## src/shared/gcct_pkg.sv

```systemverilog
// constants for the gated capture/compare timer
// Summary of operation
// - gated mode counts prescaled clocks toward reload
// - gated count advances only while input active
// - gated input deassertion also raises interrupt
// - reload reached: interrupt, load 0001H, continue
// - output pin toggles on each reload reached, not on capture
// - software start count only for first pass
// - interrupt source select limits gated interrupt
// - capture/compare starts at first selected edge
// - later selected edges copy count to capture
// - capture: interrupt, load 0001H, set flag
// - compare match: interrupt, load 0001H, clear flag
// - interrupt source select limits capture/compare interrupt
// - mode is high bit plus low three bits
// - codes 0000-0011 one-shot, continuous, counter, pwm
// - codes 0100-0111 capture, compare, gated, capture/compare
// - codes 1000-1010 dual pwm, restart, comparator
package gcct_pkg;
   // register offsets
   localparam logic [3:0] OFS_CNT_HI = 4'h0;
   localparam logic [3:0] OFS_CNT_LO = 4'h1;
   localparam logic [3:0] OFS_RLD_HI = 4'h2;
   localparam logic [3:0] OFS_RLD_LO = 4'h3;
   localparam logic [3:0] OFS_CAP_HI = 4'h4;
   localparam logic [3:0] OFS_CAP_LO = 4'h5;
   localparam logic [3:0] OFS_CTL0 = 4'h6;
   localparam logic [3:0] OFS_CTL1 = 4'h7;
   localparam logic [3:0] OFS_STATUS = 4'h8;
   localparam logic [3:0] OFS_CLEAR = 4'h9;
   localparam logic [3:0] OFS_ENABLE = 4'ha;
   // field positions
   localparam int CTL1_ENABLE = 7;
   localparam int CTL1_POL = 6;
   localparam int CTL1_PRES_LSB = 3;
   localparam int CTL0_MODE_HI = 7;
   localparam int CTL0_SEL_LSB = 5;
   localparam int CTL0_OUT_EN = 1;
   localparam int ST_TIMER = 0;
   localparam int ST_RELOAD = 1;
   localparam int ST_INPUT = 2;
   // reset values and count restart value
   localparam logic [15:0] CNT_RST = 16'h0000;
   localparam logic [15:0] RLD_RST = 16'h0000;
   localparam logic [15:0] CAP_RST = 16'h0000;
   localparam logic [7:0] CTL_RST = 8'h00;
   localparam logic [2:0] ST_RST = 3'h0;
   localparam logic [15:0] CNT_RESTART = 16'h0001;
   // interrupt source select codes
   localparam logic [1:0] SEL_INPUT_ONLY = 2'h2;
   localparam logic [1:0] SEL_RELOAD_ONLY = 2'h3;
   // mode codes
   localparam logic [3:0] MODE_ONE_SHOT = 4'h0;
   localparam logic [3:0] MODE_CONTINUOUS = 4'h1;
   localparam logic [3:0] MODE_COUNTER = 4'h2;
   localparam logic [3:0] MODE_PWM_SINGLE = 4'h3;
   localparam logic [3:0] MODE_CAPTURE = 4'h4;
   localparam logic [3:0] MODE_COMPARE = 4'h5;
   localparam logic [3:0] MODE_GATED = 4'h6;
   localparam logic [3:0] MODE_CAP_CMP = 4'h7;
   localparam logic [3:0] MODE_PWM_DUAL = 4'h8;
   localparam logic [3:0] MODE_CAP_RESTART = 4'h9;
   localparam logic [3:0] MODE_CMP_COUNTER = 4'ha;
endpackage

```

## src/core/gcct_timer.sv

```systemverilog
// gated and capture/compare 16-bit timer with register port
//
// Our own choices: the register offsets and strobed register access.
`timescale 1ns/100ps
module gcct_timer
   import gcct_pkg::*;
(
   // clock and reset
   input wire logic ref_clk,
   input wire logic sys_rst,
   input wire logic clk_en,
   // register port
   input wire logic [3:0] reg_addr,
   input wire logic [7:0] reg_wdata,
   input wire logic reg_wr,
   input wire logic reg_rd,
   output logic [7:0] reg_rdata,
   // timer pins
   input wire logic timer_in,
   output logic timer_out,
   output logic timer_out_oe,
   // interrupt
   output logic irq
);

   logic [15:0] cnt_q;
   logic [15:0] rld_q;
   logic [15:0] cap_q;
   logic [7:0] ctl0_q;
   logic [7:0] ctl1_q;
   logic flag_q;
   logic started_q;
   logic tin_q;
   logic [6:0] pre_q;
   logic [2:0] status_q;
   logic [2:0] status_d;
   logic [2:0] inten_q;
   logic [7:0] rdata_q;
   logic irq_q;
   logic tout_q;

   logic ten, pol, tick, at_rld, active, prev_act, sel_edge;
   logic is_gated, is_cc, g_run, g_rld, g_deas, cap_ev, c_rld;
   logic rld_ev, inp_ev, load1, inc, tmr_int;
   logic wr_cnt_hi, wr_cnt_lo;
   logic [3:0] mode;
   logic [1:0] sel;
   logic [2:0] pres;

   // terminal count of the prescaler for a divide of 2^pres
   function automatic logic [6:0] pre_limit(input logic [2:0] p);
      logic [7:0] full;
      full = (8'h01 << p) - 8'h01;
      return full[6:0];
   endfunction

   // register strobe decode
   function automatic logic hit(input logic [3:0] ofs);
      return reg_wr && reg_addr == ofs;
   endfunction

   assign ten = ctl1_q[CTL1_ENABLE];
   assign pol = ctl1_q[CTL1_POL];
   assign pres = ctl1_q[CTL1_PRES_LSB +: 3];
   assign mode = {ctl0_q[CTL0_MODE_HI], ctl1_q[2:0]};
   assign sel = ctl0_q[CTL0_SEL_LSB +: 2];
   assign wr_cnt_hi = hit(OFS_CNT_HI);
   assign wr_cnt_lo = hit(OFS_CNT_LO);

   // mode decode and events
   always_comb begin
      is_gated = ten && mode == MODE_GATED;
      is_cc = ten && mode == MODE_CAP_CMP;
      tick = ten && pre_q == pre_limit(pres);
      at_rld = cnt_q == rld_q;
      active = pol ? timer_in : !timer_in;
      prev_act = pol ? tin_q : !tin_q;
      sel_edge = pol ? (timer_in && !tin_q) : (!timer_in && tin_q);
      g_run = is_gated && active && tick;
      g_rld = g_run && at_rld;
      g_deas = is_gated && prev_act && !active;
      cap_ev = is_cc && started_q && sel_edge;
      c_rld = is_cc && started_q && !cap_ev && tick && at_rld;
      rld_ev = g_rld || c_rld;
      inp_ev = g_deas || cap_ev;
      load1 = rld_ev || cap_ev;
      inc = (g_run || (is_cc && started_q && tick)) && !load1;
      tmr_int = (rld_ev && sel != SEL_INPUT_ONLY)
         || (inp_ev && sel != SEL_RELOAD_ONLY);
   end

   // prescaler
   always_ff @(posedge ref_clk) begin
      if (sys_rst) begin
         pre_q <= 7'h00;
      end else if (clk_en) begin
         if (!ten || tick) begin
            pre_q <= 7'h00;
         end else begin
            pre_q <= pre_q + 7'h01;
         end
      end
   end

   // input history and capture/compare start
   always_ff @(posedge ref_clk) begin
      if (sys_rst) begin
         tin_q <= 1'b0;
         started_q <= 1'b0;
      end else if (clk_en) begin
         tin_q <= timer_in;
         if (!is_cc) begin
            started_q <= 1'b0;
         end else if (sel_edge) begin
            started_q <= 1'b1;
         end
      end
   end

   // counter
   always_ff @(posedge ref_clk) begin
      if (sys_rst) begin
         cnt_q <= CNT_RST;
      end else if (clk_en) begin
         if (wr_cnt_hi) begin
            cnt_q[15:8] <= reg_wdata;
         end else if (wr_cnt_lo) begin
            cnt_q[7:0] <= reg_wdata;
         end else if (load1) begin
            cnt_q <= CNT_RESTART;
         end else if (inc) begin
            cnt_q <= cnt_q + 16'h0001;
         end
      end
   end

   // reload and capture registers
   always_ff @(posedge ref_clk) begin
      if (sys_rst) begin
         rld_q <= RLD_RST;
         cap_q <= CAP_RST;
      end else if (clk_en) begin
         if (hit(OFS_RLD_HI)) begin
            rld_q[15:8] <= reg_wdata;
         end
         if (hit(OFS_RLD_LO)) begin
            rld_q[7:0] <= reg_wdata;
         end
         if (cap_ev) begin
            cap_q <= cnt_q;
         end else if (hit(OFS_CAP_HI)) begin
            cap_q[15:8] <= reg_wdata;
         end else if (hit(OFS_CAP_LO)) begin
            cap_q[7:0] <= reg_wdata;
         end
      end
   end

   // control registers and capture flag
   always_ff @(posedge ref_clk) begin
      if (sys_rst) begin
         ctl0_q <= CTL_RST;
         ctl1_q <= CTL_RST;
         flag_q <= 1'b0;
      end else if (clk_en) begin
         if (hit(OFS_CTL0)) begin
            ctl0_q <= {reg_wdata[7:1], 1'b0};
         end
         if (hit(OFS_CTL1)) begin
            ctl1_q <= reg_wdata;
         end
         if (cap_ev) begin
            flag_q <= 1'b1;
         end else if (c_rld) begin
            flag_q <= 1'b0;
         end
      end
   end

   // output pin
   always_ff @(posedge ref_clk) begin
      if (sys_rst) begin
         tout_q <= 1'b0;
      end else if (clk_en && rld_ev && ctl0_q[CTL0_OUT_EN]) begin
         tout_q <= !tout_q;
      end
   end

   // interrupt status, set wins over clear
   always_comb begin
      status_d = status_q;
      if (hit(OFS_CLEAR)) begin
         status_d = status_d & ~reg_wdata[2:0];
      end
      status_d[ST_TIMER] = status_d[ST_TIMER] | tmr_int;
      status_d[ST_RELOAD] = status_d[ST_RELOAD] | rld_ev;
      status_d[ST_INPUT] = status_d[ST_INPUT] | inp_ev;
   end

   always_ff @(posedge ref_clk) begin
      if (sys_rst) begin
         status_q <= ST_RST;
         inten_q <= ST_RST;
         irq_q <= 1'b0;
      end else if (clk_en) begin
         status_q <= status_d;
         if (hit(OFS_ENABLE)) begin
            inten_q <= reg_wdata[2:0];
         end
         irq_q <= |(status_d & (hit(OFS_ENABLE) ? reg_wdata[2:0] : inten_q));
      end
   end

   // read data, one cycle after the strobe
   always_ff @(posedge ref_clk) begin
      if (sys_rst) begin
         rdata_q <= 8'h00;
      end else if (clk_en) begin
         if (!reg_rd) begin
            rdata_q <= 8'h00;
         end else if (reg_addr == OFS_CNT_HI) begin
            rdata_q <= cnt_q[15:8];
         end else if (reg_addr == OFS_CNT_LO) begin
            rdata_q <= cnt_q[7:0];
         end else if (reg_addr == OFS_RLD_HI) begin
            rdata_q <= rld_q[15:8];
         end else if (reg_addr == OFS_RLD_LO) begin
            rdata_q <= rld_q[7:0];
         end else if (reg_addr == OFS_CAP_HI) begin
            rdata_q <= cap_q[15:8];
         end else if (reg_addr == OFS_CAP_LO) begin
            rdata_q <= cap_q[7:0];
         end else if (reg_addr == OFS_CTL0) begin
            rdata_q <= {ctl0_q[7:1], flag_q};
         end else if (reg_addr == OFS_CTL1) begin
            rdata_q <= ctl1_q;
         end else if (reg_addr == OFS_STATUS) begin
            rdata_q <= {5'h00, status_q};
         end else if (reg_addr == OFS_ENABLE) begin
            rdata_q <= {5'h00, inten_q};
         end else begin
            rdata_q <= 8'h00;
         end
      end
   end

   assign reg_rdata = rdata_q;
   assign timer_out = tout_q;
   assign timer_out_oe = ctl0_q[CTL0_OUT_EN];
   assign irq = irq_q;

   // checks
   logic no_cwr;
   assign no_cwr = !wr_cnt_hi && !wr_cnt_lo;
endmodule

```

## config.mk

```make
export PLATFORM = sky130hd
export DESIGN_NAME = gcct_timer
export DESIGN_NICKNAME = d
export VERILOG_FILES = /design/src/shared/gcct_pkg.sv /design/src/core/gcct_timer.sv
export SDC_FILE = /design/constraint.sdc
export NUM_CORES = 1
export LEC_CHECK = 0
export ABC_CLOCK_PERIOD_IN_PS = 2200
export BUFFER_PORTS_ARGS = -buffer_cell sky130_fd_sc_hd__buf_4
export CORE_UTILIZATION = 52
export CTS_CLUSTER_SIZE = 10
export DETAILED_ROUTE_END_ITERATION = 6
export PLACE_DENSITY = 0.71
export REMOVE_ABC_BUFFERS = 1
export SYNTH_ARGS = -nofsm -noshare
export SYNTH_HDL_FRONTEND = slang
export SYNTH_SLANG_ARGS = --single-unit
```

## constraint.sdc

```tcl
create_clock -name ref_clk -period 2.2 [get_ports ref_clk]
set_clock_uncertainty 0.1 [all_clocks]
set_input_delay 0.22 -clock ref_clk [delete_from_list [all_inputs] [get_ports ref_clk]]
set_output_delay 0.22 -clock ref_clk [all_outputs]
set_load 0.01 [all_outputs]
```

# Word level (Yosys, flattened, before mapping)
# Index checks and enable logic that the tools add are counted.
# W data, S select, Z words.
[op_classes] n_addsub=3 mul=0 div=0 magnitude_cmp=0 eq_ne=19 shifts=1 n_mux=30 bitwise_logic=7 reduce_logical=61
[op_table] cell="$mux W8" n=15
[op_table] cell="$mux W16" n=3
[op_table] cell="$logic_and A1 B1 Y1" n=31
[op_table] cell="$eq A4 B3 Y1 const B" n=6
[op_table] cell="$add A16 B1 Y16 const B" n=1
[op_table] cell="$eq A16 B16 Y1" n=1
[op_table] cell="$reduce_and A2 Y1" n=7
[op_table] cell="$eq A4 B4 Y1 const B" n=3
[op_table] cell="$mux W3" n=4
[op_table] cell="$ne A2 B2 Y1 const B" n=5
[op_table] cell="$reduce_and A3 Y1" n=3
[op_table] cell="$eq A4 B2 Y1 const B" n=2
[op_table] cell="$add A7 B1 Y7 const B" n=1
[op_table] cell="$eq A7 B7 Y1" n=1
[op_table] cell="$logic_not A1 Y1" n=7
[op_table] cell="$mux W1" n=7
[op_table] cell="$mux W7" n=1
[op_table] cell="$shl A1 B3 Y7 const A" n=1
[op_table] cell="$sub A7 B1 Y7 const B" n=1
[op_table] cell="$and A3 B3 Y3" n=2
[op_table] cell="$logic_or A1 B1 Y1" n=6
[op_table] cell="$reduce_bool A2 Y1" n=3
[op_table] cell="$reduce_bool A3 Y1" n=2
[op_table] cell="$eq A4 B1 Y1 const B" n=1
[op_table] cell="other kinds (5)" n=7
[totals] reg_bits=89 latchBits=0 mem_bits_rw=0 rom_bits=0 in_bits=18 wordCells=138 memories=0

# Logic depth before layout (Yosys ltp)
# Gate-level depths: netlist (run 1).
[logic_depth] depth_word=16 ltp_mapped=10 mapped_depth_nobuf=8

# Least setup slack after synthesis (run 1)
# Ideal clock, no wire load.
[synth_path] kind="register -> register" start="register ctl1_q[6]" end="register cnt_q[7]" setup_time_ps=133 arrival_ps=1846 required_time_ps=1967 slack_ps=120 path_stages_with_launch=10 synth_period_minus_slack_ps=2080 path_cell_list="dfxtp_1 > buf_2 > or3b_4 > nand2_2 > and2_4 > nor2_1 > a221o_1 > buf_6 > a32oi_1 > o31ai_1"
[synth_via] elab_chain_len=12
[synth_lines] item="start, declared" line="gcct_timer.sv:30" rtl="logic [7:0] ctl1_q;"
[synth_lines] item="start signal, assigned" line="gcct_timer.sv:170" rtl="ctl1_q <= reg_wdata;"
[synth_lines] item="$mux W1" line="gcct_timer.sv:78" rtl="sel_edge = pol ? (timer_in && !tin_q) : (!timer_in && tin_q);"
[synth_lines] item="$logic_and A1 B1 Y1" line="gcct_timer.sv:82" rtl="cap_ev = is_cc && started_q && sel_edge;"
[synth_lines] item="$logic_not A1 Y1" line="gcct_timer.sv:83" rtl="c_rld = is_cc && started_q && !cap_ev && tick && at_rld;"
[synth_lines] item="$logic_and A1 B1 Y1 (3 in series)" line="gcct_timer.sv:83"
[synth_lines] item="$logic_or A1 B1 Y1" line="gcct_timer.sv:84" rtl="rld_ev = g_rld || c_rld;"
[synth_lines] item="$logic_or A1 B1 Y1" line="gcct_timer.sv:86" rtl="load1 = rld_ev || cap_ev;"
[synth_lines] item="$logic_not A1 Y1" line="gcct_timer.sv:87" rtl="inc = (g_run || (is_cc && started_q && tick)) && !load1;"
[synth_lines] item="$logic_and A1 B1 Y1" line="gcct_timer.sv:87"
[synth_lines] item="$reduce_bool A3 Y1 (no source line)"
[synth_lines] item="$reduce_and A3 Y1 (no source line)"
[synth_lines] item="end signal, assigned" line="gcct_timer.sv:128" rtl="cnt_q[7:0] <= reg_wdata;"
[synth_lines] item="end signal, assigned" line="gcct_timer.sv:132" rtl="cnt_q <= cnt_q + 16'h0001;"
[synth_lines] item="end, declared" line="gcct_timer.sv:26" rtl="logic [15:0] cnt_q;"
# Several ways; a longest one is shown, not always the timed one.
# A chain may end at the register's enable or synchronous reset.

# Final worst setup path (run 1)
[layout_path] start="register rld_q[9]" end="register cnt_q[6]"
[layout_via] elab_chain_len=8
[layout_lines] item="start, declared" line="gcct_timer.sv:27" rtl="logic [15:0] rld_q;"
[layout_lines] item="start signal, assigned" line="gcct_timer.sv:144" rtl="rld_q[15:8] <= reg_wdata;"
[layout_lines] item="$eq A16 B16 Y1 *" line="gcct_timer.sv:75" rtl="at_rld = cnt_q == rld_q;"
[layout_lines] item="$logic_and A1 B1 Y1, on equally long branches" line="gcct_timer.sv:80, gcct_timer.sv:83"
[layout_lines] item="$logic_or A1 B1 Y1 *" line="gcct_timer.sv:84"
[layout_lines] item="$logic_or A1 B1 Y1 *" line="gcct_timer.sv:86"
[layout_lines] item="$logic_not A1 Y1" line="gcct_timer.sv:87"
[layout_lines] item="$logic_and A1 B1 Y1" line="gcct_timer.sv:87"
[layout_lines] item="$reduce_bool A3 Y1 (no source line)"
[layout_lines] item="$reduce_and A3 Y1 (no source line)"
# Mark *: on every way between the ends. The rest lies on a longest branch, timed or not.

==> run_results.csv, run 1 <==
group,metric,value,unit
placed_design,place.gp.congestion,0.939,
power_and_ir_drop,seqPwrFrac,0.495,
detailed_routing,vias_per_cell,6.32,
detailed_routing,m1WireLength,7560,microns
sta,relSlewSlack,0.641,
floorplanning,die_x,105,microns
sta,maxSlewViolCount,0,
setup_path,start_kind,"register",
sta,tightest_slew,535,ps
placed_design,io_buffers,28,
detailed_routing,drt_iter0_markers,526,
detailed_routing,wl,18200,microns
cells_and_area,final_cells,881,
setup_path,critPathKind,"register to register",
job,cap_violations,0,
sta,hold_viol_final,0,
outcome,violations,"setup timing",
floorplanning,io_pins,29,
detailed_routing,wl_per_cell,20.6,microns
cells_and_area,register_area,1810,sq um
outcome,status,"finished with violations",
clock_tree,numCtsBuffers,9,
detailed_routing,drc,0,
clock_tree,tritoncts_num_sinks,89,
cells_and_area,syn2layout_area_growth,22.1,%
cells_and_area,drive_gt1_frac,0.275,
detailed_routing,dr_wl_met2,8290,microns
placed_design,hpwl,12800,microns
global_routing,grt_util_all_layers,0.331,
power_and_ir_drop,combPwrFrac,0.139,
detailed_routing,met3_length,1490,microns
clock_tree,worstSkewPairLatency,370,ps
yosys,ys_warn_count,0,
clock_tree,htree_num_levels,3,
hold_path,hold_path_class,"input port to register",
clock_tree,cts_tree,"done",
power_and_ir_drop,p_int,2.40,mW
clock_tree,ctsHoldBuffers,0,
yosys,synth_cell_type_count,79,
clock_tree,root_buffer,"clkbuf_8",
clock_tree,cts.reportedPaths.clkPinSlew,90,ps
floorplanning,core_area,10300,sq um
power_and_ir_drop,p_clk_frac,0.367,
setup_path,crit_buf_inv,2,
yosys,synth-seq-cells,89,
global_routing,grt_pass1_wl,28100,microns
cells_and_area,fill_cells,868,
setup_path,cp_max_fo,6,
cells_and_area,multi_input_area,3570,sq um
sta,fmax,436,MHz
yosys,ys.flop_type,"dfxtp_1",
global_routing,overflow,0,
sta,setup_slack,-94.2,ps
detailed_routing,first_pass_iters,5,
sta,min_period_over_period,1.04,
power_and_ir_drop,power.net_switching,0.918,mW
power_and_ir_drop,ir_drop,386,uV
power_and_ir_drop,totalPowerFinal,3.32,mW
setup_path,crit_path_end_kind,"register",
detailed_routing,vias,5568,
floorplanning,die_y,105,microns
setup_path,crit_top_cell,"buf_4",
global_routing,first_global_vias,5264,
setup_path,worstPathArrival,2440,ps
detailed_routing,highest_layer,"met4",
yosys,synthCells,667,
power_and_ir_drop,power_density,494,nW/um^2
global_routing,grt_max_degree,36,
setup_path,critPathTopFamily,"simple AND/OR/NAND/NOR gates",
power_and_ir_drop,p_leak,2.51,nW
power_and_ir_drop,netSwitchingFraction,0.277,
floorplanning,dieArea,11000,sq um
setup_path,crit_chain,"xnor2_2, nand4_1, nor4_2, buf_4, and4_4, buf_4, o21ai_4, a31oi_2, o32ai_2",
sta,rsz0062_at_grt,"yes",
setup_path,cp_data_required_time,2350,ps
yosys,yosysSeqAreaShare,0.324,
floorplanning,initial_core_util,0.535,
yosys,synth-edff-count,0,
detailed_routing,antenna_left,0,
placed_design,dp_cells,861,
sta,finalCriticalPeriod,2290,ps
setup_path,cp_slowest_cell,"dfxtp_4",
setup_path,cpPeakStageDelay,370,ps
yosys,synth.avg_cell_area,8.25,sq um
floorplanning,rows,37,
placed_design,dp_slack,-126,ps
yosys,syn-cell-area,5500,sq um
clock_tree,cts_max_path_buffers,2,
sta,setup_violations,14,
global_routing,antenna_found_initial,0,
cells_and_area,nNetsFinal,760,
cells_and_area,antenna_cells,0,
yosys,async_reset_ff_frac,0,
-- Yosys cell counts, drive strengths merged, types with 5 or more instances --
cell / number / share of area
buf: 33 / 0.037
o32ai: 6 / 0.0096
nand2b: 12 / 0.014
a31oi: 7 / 0.0080
a21o: 5 / 0.0068
clkbuf: 21 / 0.014
nor2: 97 / 0.068
mux4: 7 / 0.029
o221ai: 8 / 0.013
nor3: 15 / 0.020
a21oi: 58 / 0.055
a32oi: 5 / 0.0080
o21ai: 9 / 0.0082
and3: 6 / 0.0068
nand4: 16 / 0.019
a22oi: 9 / 0.012
mux2i: 40 / 0.073
dfxtp: 89 / 0.32
inv: 19 / 0.013
nand3: 16 / 0.015
nand2: 41 / 0.029
nor4: 6 / 0.0091
nor2b: 24 / 0.027
a211oi: 21 / 0.029
o22ai: 5 / 0.0057
and2: 8 / 0.0096
xnor2: 20 / 0.033
-- sequential cells by signal, summed over array words and instances (netlist names) --
signal / count
status_q: 3
tin_q: 1
rld_q: 16
reg_rdata: 8
started_q: 1
timer_out: 1
cnt_q: 16
cap_q: 16
ctl0_q: 7
ctl1_q: 8
flag_q: 1
pre_q: 7
irq: 1
inten_q: 3
-- metrics by stage --
stage | instance area, sq um | hold WS, ps | utilization | TNS, ps
final | 6720 | 70.6 | 0.654 | -604
after global routing | 6720 | 96.2 | 0.654 | -2120
after CTS | 6520 | 61.6 | 0.634 | -15.6
after detailed placement | 6260 | 366 | 0.609 | -1100
after global placement | 6260 | 355 | 0.609 | -201
after floorplan | 5220 | 182 | - | -343
-- cell families after synthesis --
kind of cell,synth area share
compound gates,0.214
xor+xnor,0.0396
fa+ha+maj,0.00455
buf+inv,0.0646
flops,0.324
mux,0.110
simple gates,0.244
-- power by group through the flow --
stage | logic (mW) | clock network, mW | registers (mW)
2_1_floorplan | 0.176 | 0 | 1.68
3_5_place_dp | 0.416 | 0 | 1.68
4_1_cts | 0.424 | 1.22 | 1.64
3_3_place_gp | 0.409 | 0 | 1.68
5_1_grt | 0.488 | 1.29 | 1.64
6_report | 0.460 | 1.22 | 1.64
-- final cells by class --
class / count / share of cell area
multi-input cells: 505 / 0.532
flip-flops and latches: 89 / 0.269
repair buffers: 115 / 0.132
well taps: 136 / 0.0253
clock buffers: 12 / 0.0231
inverters: 20 / 0.0112
clock inverters: 4 / 0.00764
-- what timing repair did --
action | CTS | global route
endpoints found under the setup margin | 16 | 21
gates cloned | 0 | 1
gates resized for setup | 19 | 33
buffers inserted | 1 | 2
pin swaps | 8 | 23
-- worst min-delay path, cell delays in order --
cell and delay, ps:
buf_4 120, mux2i_1 70, nor2_1 80
-- worst paths after layout --
path,start,slack [ps],endpoint,depth (start not counted)
max,rld_q[9]$_SDFFE_PP0P_,-90,cnt_q[6]$_SDFFE_PP0P_,9
min,timer_in,70,tin_q$_SDFFE_PP0P_,3
max reg2reg,rld_q[9]$_SDFFE_PP0P_,-90,cnt_q[6]$_SDFFE_PP0P_,9
min reg2reg,reg_rdata[0]$_SDFFE_PP0P_,390,reg_rdata[0]$_SDFFE_PP0P_,2
-- per-layer routing --
metal | vias up | track usage
li1 | 2566 | -
met1 | 2654 | 0.442
met2 | 284 | 0.515
met3 | 64 | 0.0512
met4 | 0 | 0.172
met5 | - | 0
-- placed cells by master (no fill, tap or decap), drive strengths merged, types with 9 or more instances in the layout --
cell type	count
a211oi	21
a21oi	58
a22oi	9
buf	115
clkbuf	12
dfxtp	89
inv	19
mux2i	40
nand2	41
nand2b	12
nand3	16
nand4	16
nor2	97
nor2b	24
nor3	15
o21ai	9
xnor2	20
Note: power is estimated with default switching activity, not from simulation.
==> run 2, diff against run 1 <==
--- a/config.mk
+++ b/config.mk
@@ -7,6 +7,7 @@
 export LEC_CHECK = 0
 export ABC_CLOCK_PERIOD_IN_PS = 2200
 export BUFFER_PORTS_ARGS = -buffer_cell sky130_fd_sc_hd__buf_4
+export CORE_MARGIN = 2
 export CORE_UTILIZATION = 52
 export CTS_CLUSTER_SIZE = 10
 export DETAILED_ROUTE_END_ITERATION = 6
==> run 2 against run 1 <==
Effect of this change:
- the flow now finishes without violations
- sequential power barely moved
- fmax rose by 5.3%
- clock power rose by 4%
- core utilization rose by 0.79 points
- count of clock-buffer cells in the layout did not move
- via count rose by 0.38%
- design area rose by 1.2%
- sequential cell count did not move
==> run_results.csv, run 2 (synthesized netlist as in run 1, its figures left out) <==
group,metric,value,unit
cells_and_area,drive_gt1_frac,0.293,
power_and_ir_drop,p_clk_frac,0.375,
setup_path,critPathKind,"register to register",
cells_and_area,syn2layout_area_growth,23.6,%
global_routing,first_global_vias,5308,
global_routing,grt_pass1_wl,28800,microns
power_and_ir_drop,p_int,2.49,mW
global_routing,overflow,0,
power_and_ir_drop,power.net_switching,0.900,mW
clock_tree,cts_tree,"done",
sta,fmax,459,MHz
floorplanning,rows,37,
sta,setup_slack,20.9,ps
floorplanning,core_area,10300,sq um
sta,tightest_slew,497,ps
global_routing,antenna_found_initial,0,
clock_tree,tritoncts_num_sinks,89,
clock_tree,htree_num_levels,3,
global_routing,grt_max_degree,59,
sta,hold_viol_final,0,
sta,rsz0062_at_grt,"yes",
floorplanning,io_pins,29,
power_and_ir_drop,p_leak,2.55,nW
sta,relSlewSlack,0.667,
cells_and_area,final_cell_mix,"115 x buf_4, 92 x nor2_1, 63 x dfxtp_1",
cells_and_area,stdcell_area,6800,sq um
placed_design,io_buffers,28,
sta,fin_setup_tns,0,ps
placed_design,hpwl,13100,microns
cells_and_area,nNetsFinal,766,
power_and_ir_drop,seqPwrFrac,0.484,
cells_and_area,reg_top3,"cap_q (16), cnt_q (16), rld_q (16)",
placed_design,place.gp.congestion,0.926,
detailed_routing,vias_per_cell,6.31,
placed_design,dp_slack,-88.7,ps
power_and_ir_drop,combPwrFrac,0.141,
outcome,status,"finished, final reports clean",
clock_tree,numCtsBuffers,9,
placed_design,placed_area,6290,sq um
floorplanning,initial_core_util,0.535,
power_and_ir_drop,power_density,499,nW/um^2
setup_path,worstPathArrival,2390,ps
power_and_ir_drop,ir_drop,319,uV
detailed_routing,drt_iter0_markers,591,
clock_tree,root_buffer,"clkbuf_8",
sta,finalCriticalPeriod,2180,ps
sta,maxSlewViolCount,0,
detailed_routing,wl_per_cell,20.9,microns
job,cap_violations,0,
clock_tree,cts_max_path_buffers,2,
detailed_routing,antenna_left,0,
detailed_routing,vias,5589,
floorplanning,die_x,107,microns
clock_tree,ctsHoldBuffers,0,
setup_path,start_kind,"register",
cells_and_area,fill_cells,913,
cells_and_area,final_util,0.662,
clock_tree,worstSkewPairLatency,370,ps
detailed_routing,wl,18500,microns
detailed_routing,drc,0,
global_routing,grt_util_all_layers,0.330,
setup_path,crit_path_end_kind,"register",
cells_and_area,final_common_cell,"buf_4",
floorplanning,die_y,107,microns
sta,min_period_over_period,0.991,
floorplanning,dieArea,11400,sq um
power_and_ir_drop,netSwitchingFraction,0.265,
hold_path,hold_path_class,"input port to register",
setup_path,cp_data_required_time,2410,ps
clock_tree,cts.reportedPaths.clkPinSlew,90,ps
power_and_ir_drop,totalPowerFinal,3.39,mW
setup_path,cp_max_fo,5,
cells_and_area,antenna_cells,0,
sta,setup_violations,0,
detailed_routing,first_pass_iters,7,
## run 2: repair_timing
action	CTS	global route
pin swaps	6	19
setup endpoints to repair	14	21
resized for setup	20	49
cloned	0	0
setup buffers	0	6
## run 2: area by class of cell
cell class              instances  area [sq um]  share of cell area
multi-input cells             504          3560               0.524
flip-flops and latches         89          1820               0.268
repair buffers                122           963               0.142
well taps                     136           170              0.0250
clock buffers                  12           145              0.0213
inverters                      20          75.1              0.0110
clock inverters                 3          65.1             0.00957
## run 2: stage by stage
stage	hold WS [ps]	cells
after global routing	24.1	886
final	33.6	886
after CTS	24.5	880
after global placement	357	865
after floorplan	182	613
after detailed placement	363	865
## run 2: power by group through the flow
| stage | clock, mW | combinational [mW] | sequential (mW) |
|---|---|---|---|
| 6_report | 1.27 | 0.477 | 1.64 |
| 2_1_floorplan | 0 | 0.176 | 1.68 |
| 5_1_grt | 1.34 | 0.507 | 1.64 |
| 4_1_cts | 1.27 | 0.436 | 1.64 |
| 3_5_place_dp | 0 | 0.428 | 1.68 |
| 3_3_place_gp | 0 | 0.424 | 1.68 |
## run 2: layer usage
metal,GRT usage,routed length [microns],vias up
met4,0.125,640,0
met5,0,0,-
met3,0.0498,1740,49
met2,0.521,8570,302
li1,-,-,2580
met1,0.457,7560,2658
## run 2: path summary, 6_finish.rpt
path / from / end / slack (ps) / depth (start not counted)
worst min-delay path: sys_rst / tin_q$_SDFFE_PP0P_ / 30 / 2
worst max register to register: tin_q$_SDFFE_PP0P_ / cnt_q[0]$_SDFFE_PP0P_ / 20 / 8
worst max-delay path: tin_q$_SDFFE_PP0P_ / cnt_q[0]$_SDFFE_PP0P_ / 20 / 8
worst min register to register: reg_rdata[6]$_SDFFE_PP0P_ / reg_rdata[6]$_SDFFE_PP0P_ / 370 / 2
## run 2: worst max-delay path, cell delays in order, from the launching register on
cell	delay [ps]
dfxtp_2	360
or3b_4	420
nand2_4	90
and2_4	150
nor2_1	60
a221o_2	420
buf_6	160
a211o_1	240
a21oi_2	110
